`config.mk`:
```
export PLATFORM = sky130hd
export DESIGN_NAME = wai_irq_logic
export DESIGN_NICKNAME = d
export VERILOG_FILES = /design/src/wai_pkg.sv /design/src/wai_irq_logic.sv
export SDC_FILE = /design/constraint.sdc
export NUM_CORES = 1
export LEC_CHECK = 0
export ABC_AREA = 1
export BUFFER_PORTS_ARGS = -buffer_cell sky130_fd_sc_hd__buf_2
export CAP_MARGIN = 5
export CELL_PAD_IN_SITES_DETAIL_PLACEMENT = 0
export CELL_PAD_IN_SITES_GLOBAL_PLACEMENT = 2
export CORE_UTILIZATION = 26
export CTS_CLUSTER_DIAMETER = 40
export DETAILED_ROUTE_END_ITERATION = 6
export PLACE_DENSITY_LB_ADDON = 0.1
export SLEW_MARGIN = 20
export SYNTH_ARGS = -nofsm -noshare
export SYNTH_HDL_FRONTEND = slang
export SYNTH_SLANG_ARGS = --single-unit
```
`constraint.sdc`:
```
create_clock -name mclk -period 2.5 [get_ports mclk]
set_input_delay 0.25 -clock mclk [delete_from_list [all_inputs] [get_ports mclk]]
set_output_delay 0.25 -clock mclk [all_outputs]
set_load 0.01 [all_outputs]
```
`src/wai_pkg.sv`:
```
package wai_pkg;

  // Bus geometry
  localparam int unsigned ADDR_W = 10;
  localparam int unsigned DATA_W = 32;
  localparam int unsigned REG_W  = 8;
  localparam int unsigned DIG_W  = 4;
  localparam int unsigned IDX_W  = 8;

  // Register indices; byte address is four times the index
  localparam logic [IDX_W-1:0] IDX_FLAGS  = 8'h02;
  localparam logic [IDX_W-1:0] IDX_CONFIG = 8'h53;
  localparam logic [IDX_W-1:0] IDX_MODE   = 8'h60;
  localparam logic [IDX_W-1:0] IDX_STATE  = 8'h61;

  // Flag and configuration bit positions
  localparam int unsigned BIT_POLARITY     = 7;
  localparam int unsigned FLG_LINK_BROKEN  = 6;
  localparam int unsigned FLG_POOR_QUALITY = 5;
  localparam int unsigned FLG_XFER_DONE    = 4;
  localparam int unsigned FLG_INPUT_CHANGE = 3;
  localparam int unsigned FLG_LINK_ERROR   = 2;
  localparam int unsigned FLG_WAKEUP       = 1;

  // Mode register bits
  localparam int unsigned MODE_TX_ROLE  = 0;
  localparam int unsigned MODE_SLAVE_IF = 1;

  // State register bits
  localparam int unsigned ST_POWERED  = 0;
  localparam int unsigned ST_ASSERTED = 1;
  localparam int unsigned ST_PIN_EN   = 2;

  // Masks and reset values
  localparam logic [REG_W-1:0] FLAG_IMPL_MASK = 8'h7e;
  localparam logic [REG_W-1:0] CONFIG_MASK    = 8'hfe;
  localparam logic [REG_W-1:0] MODE_MASK      = 8'h03;
  localparam logic [REG_W-1:0] TX_ONLY_MASK   = 8'h30;
  localparam logic [REG_W-1:0] FLAGS_RESET    = 8'h00;
  localparam logic [REG_W-1:0] CONFIG_RESET   = 8'h00;
  localparam logic [REG_W-1:0] MODE_RESET     = 8'h01;

  // Bus responses
  localparam logic [1:0] RESP_OKAY   = 2'b00;
  localparam logic [1:0] RESP_SLVERR = 2'b10;

  typedef enum {WR_COLLECT, WR_RESP} wai_wr_e;
  typedef enum {RD_IDLE, RD_RESP} wai_rd_e;

  // Event sources from the rest of the device, same clock
  typedef struct packed {
    logic             link_broken;
    logic [REG_W-1:0] link_quality_level;
    logic [REG_W-1:0] link_warning_threshold;
    logic [REG_W-1:0] lost_packet_count;
    logic [REG_W-1:0] lost_packet_threshold;
    logic             remote_execute_done;
    logic             transmitter_config_done;
    logic             link_config_done;
    logic             receiver_config_done;
    logic [DIG_W-1:0] remote_input_value;
    logic [DIG_W-1:0] receiver_port_io_value;
    logic             powered_up;
  } wai_evt_s;

endpackage

```
`src/wai_irq_logic.sv`:
```
// The AXI4-Lite slave port was left to the implementer.
`timescale 1ns/1ps
// Summary of operation
// - Outside wakeup mode, a raised and enabled flag keeps the pin active until software writes one to it.
// - Configuration bit 7 picks pin polarity: one active high, zero active low.
// - Writing 0x7F to the flag register clears every flag together.
// - Flag bit 6 sets when the radio link breaks.
// - Flag bit 5 sets when link quality falls to or below its threshold.
// - Flag bit 4 sets when a remote execute or configuration transfer finishes.
// - Flag bit 3 sets on remote input change, or receiver port value change.
// - Flag bit 2 sets when lost packets reach or pass their threshold.
// - Flag bit 1 sets on wakeup from power down.
// - Configuration bits 6 to 2 enable the matching flags onto the pin.
// - Change detection watches the four digital lines, per role.
// - Transmitter always drives the pin; receiver only with slave interface.
// - Flags and enables are local; only this device's pin is driven.
// - With wakeup enabled, the pin simply shows the power state.
// - Poor quality and transfer done never set in the receiver role.
module wai_irq_logic
  import wai_pkg::*;
(
  input  wire logic              mclk,     // System clock, 40 MHz
  input  wire logic              rst,      // Synchronous reset, active high
  input  wire logic [ADDR_W-1:0] awaddr,   // Write address
  input  wire logic              awvalid,  // Write address valid
  output logic                   awready,  // Write address ready
  input  wire logic [DATA_W-1:0] wdata,    // Write data
  input  wire logic [3:0]        wstrb,    // Write byte strobes
  input  wire logic              wvalid,   // Write data valid
  output logic                   wready,   // Write data ready
  output logic [1:0]             bresp,    // Write response
  output logic                   bvalid,   // Write response valid
  input  wire logic              bready,   // Write response ready
  input  wire logic [ADDR_W-1:0] araddr,   // Read address
  input  wire logic              arvalid,  // Read address valid
  output logic                   arready,  // Read address ready
  output logic [DATA_W-1:0]      rdata,    // Read data
  output logic [1:0]             rresp,    // Read response
  output logic                   rvalid,   // Read data valid
  input  wire logic              rready,   // Read data ready
  input  wire wai_evt_s          evt,      // Event sources
  output logic                   irq_out,  // Interrupt pin level
  output logic                   irq_oe    // Interrupt pin drive enable
);

  // Index match on an aligned word address
  function automatic logic reg_hit(input logic [ADDR_W-1:0] addr, input logic [IDX_W-1:0] idx);
    reg_hit = (addr[ADDR_W-1:2] == idx);
  endfunction

  // Rising edge of a level between two samples
  function automatic logic rose(input logic now_v, input logic was_v);
    rose = now_v & ~was_v;
  endfunction

  // Any register that answers on the bus
  function automatic logic reg_mapped(input logic [ADDR_W-1:0] addr);
    reg_mapped = reg_hit(addr, IDX_FLAGS) || reg_hit(addr, IDX_CONFIG) ||
                 reg_hit(addr, IDX_MODE) || reg_hit(addr, IDX_STATE);
  endfunction

  logic [REG_W-1:0]  flags;
  logic [REG_W-1:0]  config_reg;
  logic [REG_W-1:0]  mode_reg;
  logic [REG_W-1:0]  next_flags;
  logic [REG_W-1:0]  set_bits;
  logic [REG_W-1:0]  clr_bits;

  wai_wr_e           wr_state;
  wai_rd_e           rd_state;
  logic              aw_full;
  logic              w_full;
  logic [ADDR_W-1:0] aw_addr_q;
  logic [DATA_W-1:0] w_data_q;
  logic [3:0]        w_strb_q;
  logic              wr_fire;
  logic              wr_lane0;
  logic              wr_flags_en;
  logic              wr_config_en;
  logic              wr_mode_en;
  logic              aw_mapped;

  logic              primed;
  logic              quality_low_q;
  logic              lost_high_q;
  logic              powered_q;
  logic [DIG_W-1:0]  remote_in_q;
  logic [DIG_W-1:0]  port_io_q;
  logic [DIG_W-1:0]  remote_chg;
  logic [DIG_W-1:0]  port_chg;

  logic              role_tx;
  logic              slave_if;
  logic              quality_low;
  logic              lost_high;
  logic              xfer_done;
  logic              input_change;
  logic              assert_lvl;
  logic              asserted_q;

  assign role_tx  = mode_reg[MODE_TX_ROLE];
  assign slave_if = mode_reg[MODE_SLAVE_IF];

  // Write channel collection: address and data taken in either order
  // Ready stays low until the response is taken: one write at a time
  always_ff @(posedge mclk) begin
    if (rst) begin
      aw_full   <= 1'b0;
      aw_addr_q <= '0;
      awready   <= 1'b1;
    end else if (awvalid && awready) begin
      aw_full   <= 1'b1;
      aw_addr_q <= awaddr;
      awready   <= 1'b0;
    end else if (wr_fire) begin
      aw_full   <= 1'b0;
    end else if (bvalid && bready) begin
      awready   <= 1'b1;
    end
  end

  always_ff @(posedge mclk) begin
    if (rst) begin
      w_full   <= 1'b0;
      w_data_q <= '0;
      w_strb_q <= '0;
      wready   <= 1'b1;
    end else if (wvalid && wready) begin
      w_full   <= 1'b1;
      w_data_q <= wdata;
      w_strb_q <= wstrb;
      wready   <= 1'b0;
    end else if (wr_fire) begin
      w_full   <= 1'b0;
    end else if (bvalid && bready) begin
      wready   <= 1'b1;
    end
  end

  assign wr_fire = (wr_state == WR_COLLECT) && aw_full && w_full;

  // Committed write decode, lane 0 carries the 8-bit registers
  assign wr_lane0     = wr_fire && w_strb_q[0];
  assign wr_flags_en  = wr_lane0 && reg_hit(aw_addr_q, IDX_FLAGS);
  assign wr_config_en = wr_lane0 && reg_hit(aw_addr_q, IDX_CONFIG);
  assign wr_mode_en   = wr_lane0 && reg_hit(aw_addr_q, IDX_MODE);
  assign aw_mapped    = reg_mapped(aw_addr_q);

  // Write response
  always_ff @(posedge mclk) begin
    if (rst) begin
      wr_state <= WR_COLLECT;
      bvalid   <= 1'b0;
      bresp    <= RESP_OKAY;
    end else begin
      unique case (wr_state)
        WR_COLLECT: begin
          if (wr_fire) begin
            wr_state <= WR_RESP;
            bvalid   <= 1'b1;
            if (aw_mapped) begin
              bresp <= RESP_OKAY;
            end else begin
              bresp <= RESP_SLVERR;
            end
          end
        end
        WR_RESP: begin
          if (bready) begin
            wr_state <= WR_COLLECT;
            bvalid   <= 1'b0;
          end
        end
      endcase
    end
  end

  // Configuration register, bit 0 held at zero
  always_ff @(posedge mclk) begin
    if (rst) begin
      config_reg <= CONFIG_RESET;
    end else if (wr_config_en) begin
      config_reg <= w_data_q[REG_W-1:0] & CONFIG_MASK;
    end
  end

  // Role and interface selection
  always_ff @(posedge mclk) begin
    if (rst) begin
      mode_reg <= MODE_RESET;
    end else if (wr_mode_en) begin
      mode_reg <= w_data_q[REG_W-1:0] & MODE_MASK;
    end
  end

  // Previous samples for edge detection of compares and power state
  // First cycle after reset is ignored: reset samples need not match the lines
  always_ff @(posedge mclk) begin
    if (rst) begin
      primed        <= 1'b0;
      quality_low_q <= 1'b0;
      lost_high_q   <= 1'b0;
      powered_q     <= 1'b0;
    end else begin
      primed        <= 1'b1;
      quality_low_q <= quality_low;
      lost_high_q   <= lost_high;
      powered_q     <= evt.powered_up;
    end
  end

  // Previous samples of the four digital lines for change detection
  always_ff @(posedge mclk) begin
    if (rst) begin
      remote_in_q <= '0;
      port_io_q   <= '0;
    end else begin
      remote_in_q <= evt.remote_input_value;
      port_io_q   <= evt.receiver_port_io_value;
    end
  end

  // Per-line change detection on the four digital lines
  genvar gi;
  generate
    for (gi = 0; gi < DIG_W; gi++) begin : g_chg
      assign remote_chg[gi] = evt.remote_input_value[gi] ^ remote_in_q[gi];
      assign port_chg[gi]   = evt.receiver_port_io_value[gi] ^ port_io_q[gi];
    end
  endgenerate

  assign quality_low  = role_tx && (evt.link_quality_level <= evt.link_warning_threshold);
  assign lost_high    = evt.lost_packet_count >= evt.lost_packet_threshold;
  assign xfer_done    = role_tx && (evt.remote_execute_done || evt.transmitter_config_done ||
                                    evt.link_config_done || evt.receiver_config_done);
  assign input_change = role_tx ? |remote_chg : (slave_if && |port_chg);

  // Event collection into set bits; flags latch whatever the enables say
  always_comb begin
    set_bits                   = '0;
    set_bits[FLG_LINK_BROKEN]  = evt.link_broken;
    set_bits[FLG_POOR_QUALITY] = primed && rose(quality_low, quality_low_q);
    set_bits[FLG_XFER_DONE]    = xfer_done;
    set_bits[FLG_INPUT_CHANGE] = primed && input_change;
    set_bits[FLG_LINK_ERROR]   = primed && rose(lost_high, lost_high_q);
    set_bits[FLG_WAKEUP]       = primed && rose(evt.powered_up, powered_q);
    set_bits                   = set_bits & FLAG_IMPL_MASK;
  end

  // Write-one-to-clear, new events win over a clear in the same cycle
  always_comb begin
    clr_bits = '0;
    if (wr_flags_en) begin
      clr_bits = w_data_q[REG_W-1:0] & FLAG_IMPL_MASK;
    end
    next_flags = ((flags & ~clr_bits) | set_bits) & FLAG_IMPL_MASK;
  end

  always_ff @(posedge mclk) begin
    if (rst) begin
      flags <= FLAGS_RESET;
    end else begin
      flags <= next_flags;
    end
  end

  // Pin request: power state in wakeup mode, else any enabled flag
  always_comb begin
    if (config_reg[FLG_WAKEUP]) begin
      assert_lvl = evt.powered_up;
    end else begin
      assert_lvl = |(flags & config_reg & FLAG_IMPL_MASK);
    end
  end

  // Pin level; rests inactive for the reset polarity
  always_ff @(posedge mclk) begin
    if (rst) begin
      irq_out <= 1'b1;
    end else begin
      irq_out <= config_reg[BIT_POLARITY] ? assert_lvl : ~assert_lvl;
    end
  end

  // Pin drive enable; pin is released when the role offers no pin
  always_ff @(posedge mclk) begin
    if (rst) begin
      irq_oe <= 1'b0;
    end else begin
      irq_oe <= role_tx || slave_if;
    end
  end

  // Logical pin request, shown in the state register
  always_ff @(posedge mclk) begin
    if (rst) begin
      asserted_q <= 1'b0;
    end else begin
      asserted_q <= assert_lvl;
    end
  end

  // Read channel
  always_ff @(posedge mclk) begin
    if (rst) begin
      rd_state <= RD_IDLE;
      arready  <= 1'b1;
      rvalid   <= 1'b0;
      rdata    <= '0;
      rresp    <= RESP_OKAY;
    end else begin
      unique case (rd_state)
        RD_IDLE: begin
          if (arvalid) begin
            rd_state <= RD_RESP;
            arready  <= 1'b0;
            rvalid   <= 1'b1;
            rresp    <= RESP_OKAY;
            rdata    <= '0;
            if (reg_hit(araddr, IDX_FLAGS)) begin
              rdata[REG_W-1:0] <= flags;
            end else if (reg_hit(araddr, IDX_CONFIG)) begin
              rdata[REG_W-1:0] <= config_reg;
            end else if (reg_hit(araddr, IDX_MODE)) begin
              rdata[REG_W-1:0] <= mode_reg;
            end else if (reg_hit(araddr, IDX_STATE)) begin
              rdata[ST_POWERED]  <= evt.powered_up;
              rdata[ST_ASSERTED] <= asserted_q;
              rdata[ST_PIN_EN]   <= irq_oe;
            end else begin
              rresp <= RESP_SLVERR;
            end
          end
        end
        RD_RESP: begin
          if (rready) begin
            rd_state <= RD_IDLE;
            arready  <= 1'b1;
            rvalid   <= 1'b0;
          end
        end
      endcase
    end
  end

endmodule

```
==> impl_metrics.env <==
export IMPL_numClockSinks=64
export IMPL_rsz0062_at_grt="no"
export IMPL_via_per_inst=4.08
export IMPL_avgSynthCellArea_sq_um=7.20
export IMPL_ctsHoldBuffers=0
export IMPL_numPortBuffers=94
export IMPL_grt_max_degree=29
export IMPL_ys_async_sr_fraction_pct=0
export IMPL_yosysTopAreaCellShare_pct=39.6
export IMPL_crit_slowest_cell="dfxtp_1"
export IMPL_grt_usage_pct=13.2
export IMPL_die_area_sq_um=12900
export IMPL_crit_path_end_kind="flip-flop"
export IMPL_synth_most_common_cell="nor2_1"
export IMPL_fmax_mhz=726
export IMPL_die_y_um=114
export IMPL_cts_repair_resized=0
export IMPL_cts_buffers=9
export IMPL_cts_root_buf="clkbuf_16"
export IMPL_fin_ws_ns=1.12
export IMPL_postPlaceCellArea_sq_um=3800
export IMPL_synth_edff_count=0
export IMPL_finClkSkew_ns=0.00488
export IMPL_required_ns=2.70
export IMPL_num_rows=40
export IMPL_ys_seq_elements=64
export IMPL_yosys_warnings=0
export IMPL_crit_family="simple AND/OR/NAND/NOR gates"
export IMPL_clkTransAtPathRegs_ns=0.05
export IMPL_grt_pass1_vias=2780
export IMPL_hp_class="in2reg"
export IMPL_stdcell_count=721
export IMPL_drt_met1_wl_mm=3.94
export IMPL_cp_cell_sequence="inv_1, nor3b_4, nand2_4, nor2_4, nand2_1, a21oi_1, nor2_1"
export IMPL_critPathLaunchType="flip-flop"
export IMPL_drtIter0Drc=119
export IMPL_post_synth_num_cell_types=32
export IMPL_tightestPinTransition_ns=0.642
export IMPL_setup_violations_final=0
export IMPL_relSlewSlack_pct=57.0
export IMPL_ant_nets=0
export IMPL_vias=2945
export IMPL_netlist_area_sq_um=3240
export IMPL_synth_top_cell_by_area="dfxtp_1"
export IMPL_area_delta_synth_final_pct=26.3
export IMPL_synth_flop_cell="dfxtp_1"
export IMPL_syn_inst=450
export IMPL_top_regs="aw_addr_q: 8 flops, rdata: 8 flops, w_data_q: 8 flops"
export IMPL_drc=0
export IMPL_arrival_ns=1.58
export IMPL_antenna_found_initial=0
export IMPL_cts_setup_buffers=0
export IMPL_stdcell_area_sq_um=4090
export IMPL_cp_max_fo=6
export IMPL_fin_nets=673
export IMPL_wl_per_cell_um=11.2
export IMPL_dieWidth_um=114
export IMPL_fin_tns_setup_ns=0
export IMPL_dpl_cell_count=705
export IMPL_cellLeakagePower_nw=2.08
export IMPL_fill_cells=1349
export IMPL_power_density_nw_per_um2=644
export IMPL_synthTopCellsByArea="dfxtp_1 (40%), nor2_1 (8.3%), inv_1 (7.6%), nand2_1 (7.4%), ha_1 (6.2%)"
export IMPL_core_area_sq_um=12100
export IMPL_cap_violations=0
export IMPL_grt_pass1_wl_mm=13.2
export IMPL_irDropWorstVdd_mv=0.233
export IMPL_wl_met2_mm=3.60
export IMPL_drive_gt1_share_pct=21.3
export IMPL_drt_wl_total_mm=8.06
export IMPL_slew_viol_final=0
export IMPL_dp_hpwl_mm=6.30
export IMPL_status="completed"
export IMPL_wl_met3_um=441
export IMPL_critPathMaxStageDelay_ns=0.33
export IMPL_seq_area_frac_synth_pct=39.6
export IMPL_clk_latency_ns=0.32
export IMPL_hold_viol=0
export IMPL_fin_crit_sh_pct=55.1
export IMPL_layout_min_cycle_time_ns=1.38
export IMPL_drtPass1Iterations=4
export IMPL_highest_layer="met4"
export IMPL_io_pins=152
export IMPL_place_gp_congestion=0.743
export IMPL_path_buf_inv=1
export IMPL_cts_tree="done"
export IMPL_grt_ovfl_total=0
export IMPL_ctsLongestPathBuffers=2
export IMPL_insertedDiodeCount=0
export IMPL_start_util_pct=26.9
export IMPL_crit_type="reg2reg"
export IMPL_h_tree_depth=3
export IMPL_synth_commonest_cells="nor2_1 (72), inv_1 (66), dfxtp_1 (64), nand2_1 (64), a21oi_1 (37)"
export IMPL_dpl_worst_slack_ns=0.879
[area by class of cell]
type / count / area [sq um] / area share (%)
well taps: 168 / 210 / 5.14
clock buffers: 14 / 274 / 6.70
multi-input cells: 308 / 1560 / 38.2
inverters: 68 / 258 / 6.30
repair buffers: 97 / 493 / 12.0
flip-flops and latches: 64 / 1280 / 31.3
clock inverters: 2 / 12.5 / 0.306
[per-stage QoR]
stage / utilization [%] / hold slack, ns / power [W]
final: 33.9 / 0.138 / 0.00264
after global routing: 33.9 / 0.134 / 0.00279
after CTS: 33.9 / 0.129 / 0.00268
after detailed placement: 31.5 / 0.429 / 0.00148
after global placement: 31.5 / 0.427 / 0.00147
after floorplan: - / 0.357 / 0.00137
[worst register-to-register path, cell delays in order, from the launching register on]
cell and delay [ns]:
dfxtp_1 0.33, inv_1 0.06, nor3b_4 0.27, nand2_4 0.14, nor2_4 0.19, nand2_1 0.09
a21oi_1 0.13, nor2_1 0.05
[cell usage in the layout, fill, tap and decap left out]
cell type and count:
buf_2 94, nor2_4 1, inv_1 66, ha_1 16
conb_1 26, xnor2_1 4, clkinv_2 1, o22ai_1 1
and2_1 1, a21oi_1 37, o21ai_0 32, nand3_1 22
nor4_1 1, clkbuf_1 2, dfxtp_1 64, nand2_4 1
o221ai_1 1, clkinv_1 1, nor2_2 1, nand4_1 10
xor2_1 2, nor3b_4 1, nor2_8 1, nor2_1 72
o21ai_2 1, inv_4 1, nand2_1 64, clkbuf_8 3
o211ai_1 4, buf_4 3, clkbuf_16 9, clkinvlp_4 1
nor3_1 4, o21ai_1 3, o21a_1 2
[metal layers]
metal | vias up | GRT usage, %
li1 | 1583 | -
met2 | 83 | 21.3
met1 | 1273 | 16.7
met4 | 0 | 3.51
met3 | 6 | 4.57
met5 | - | 0
[worst paths after layout]
check	from	endpoint	slack (ns)	cells past startpoint
worst min-delay path	arvalid	rvalid	0.14	2
worst max register to register	aw_full	flags[6]	1.12	7
worst max-delay path	aw_full	flags[6]	1.12	7
worst min register to register	arready	arready	0.44	2
[logic make-up (layout without fill, tap and decap cells)]
group	count (synthesis)	count (layout)	synth area share, %
simple gates	179	179	24.2
flops	64	64	39.6
xor+xnor	6	6	1.62
other cells	1	26	0.116
compound gates	81	81	13.2
buf+inv	103	181	15.1
fa+ha+maj	16	16	6.18
[where the power goes]
part	total (W)	internal, W	leakage, nW	switching [W]
registers	0.00112	0.00108	0.528	0.0000400
logic	0.000330	0.000137	1.42	0.000193
clock network	0.00118	0.000751	0.139	0.000433
No activity file was read; power rests on OpenSTA's default activity.
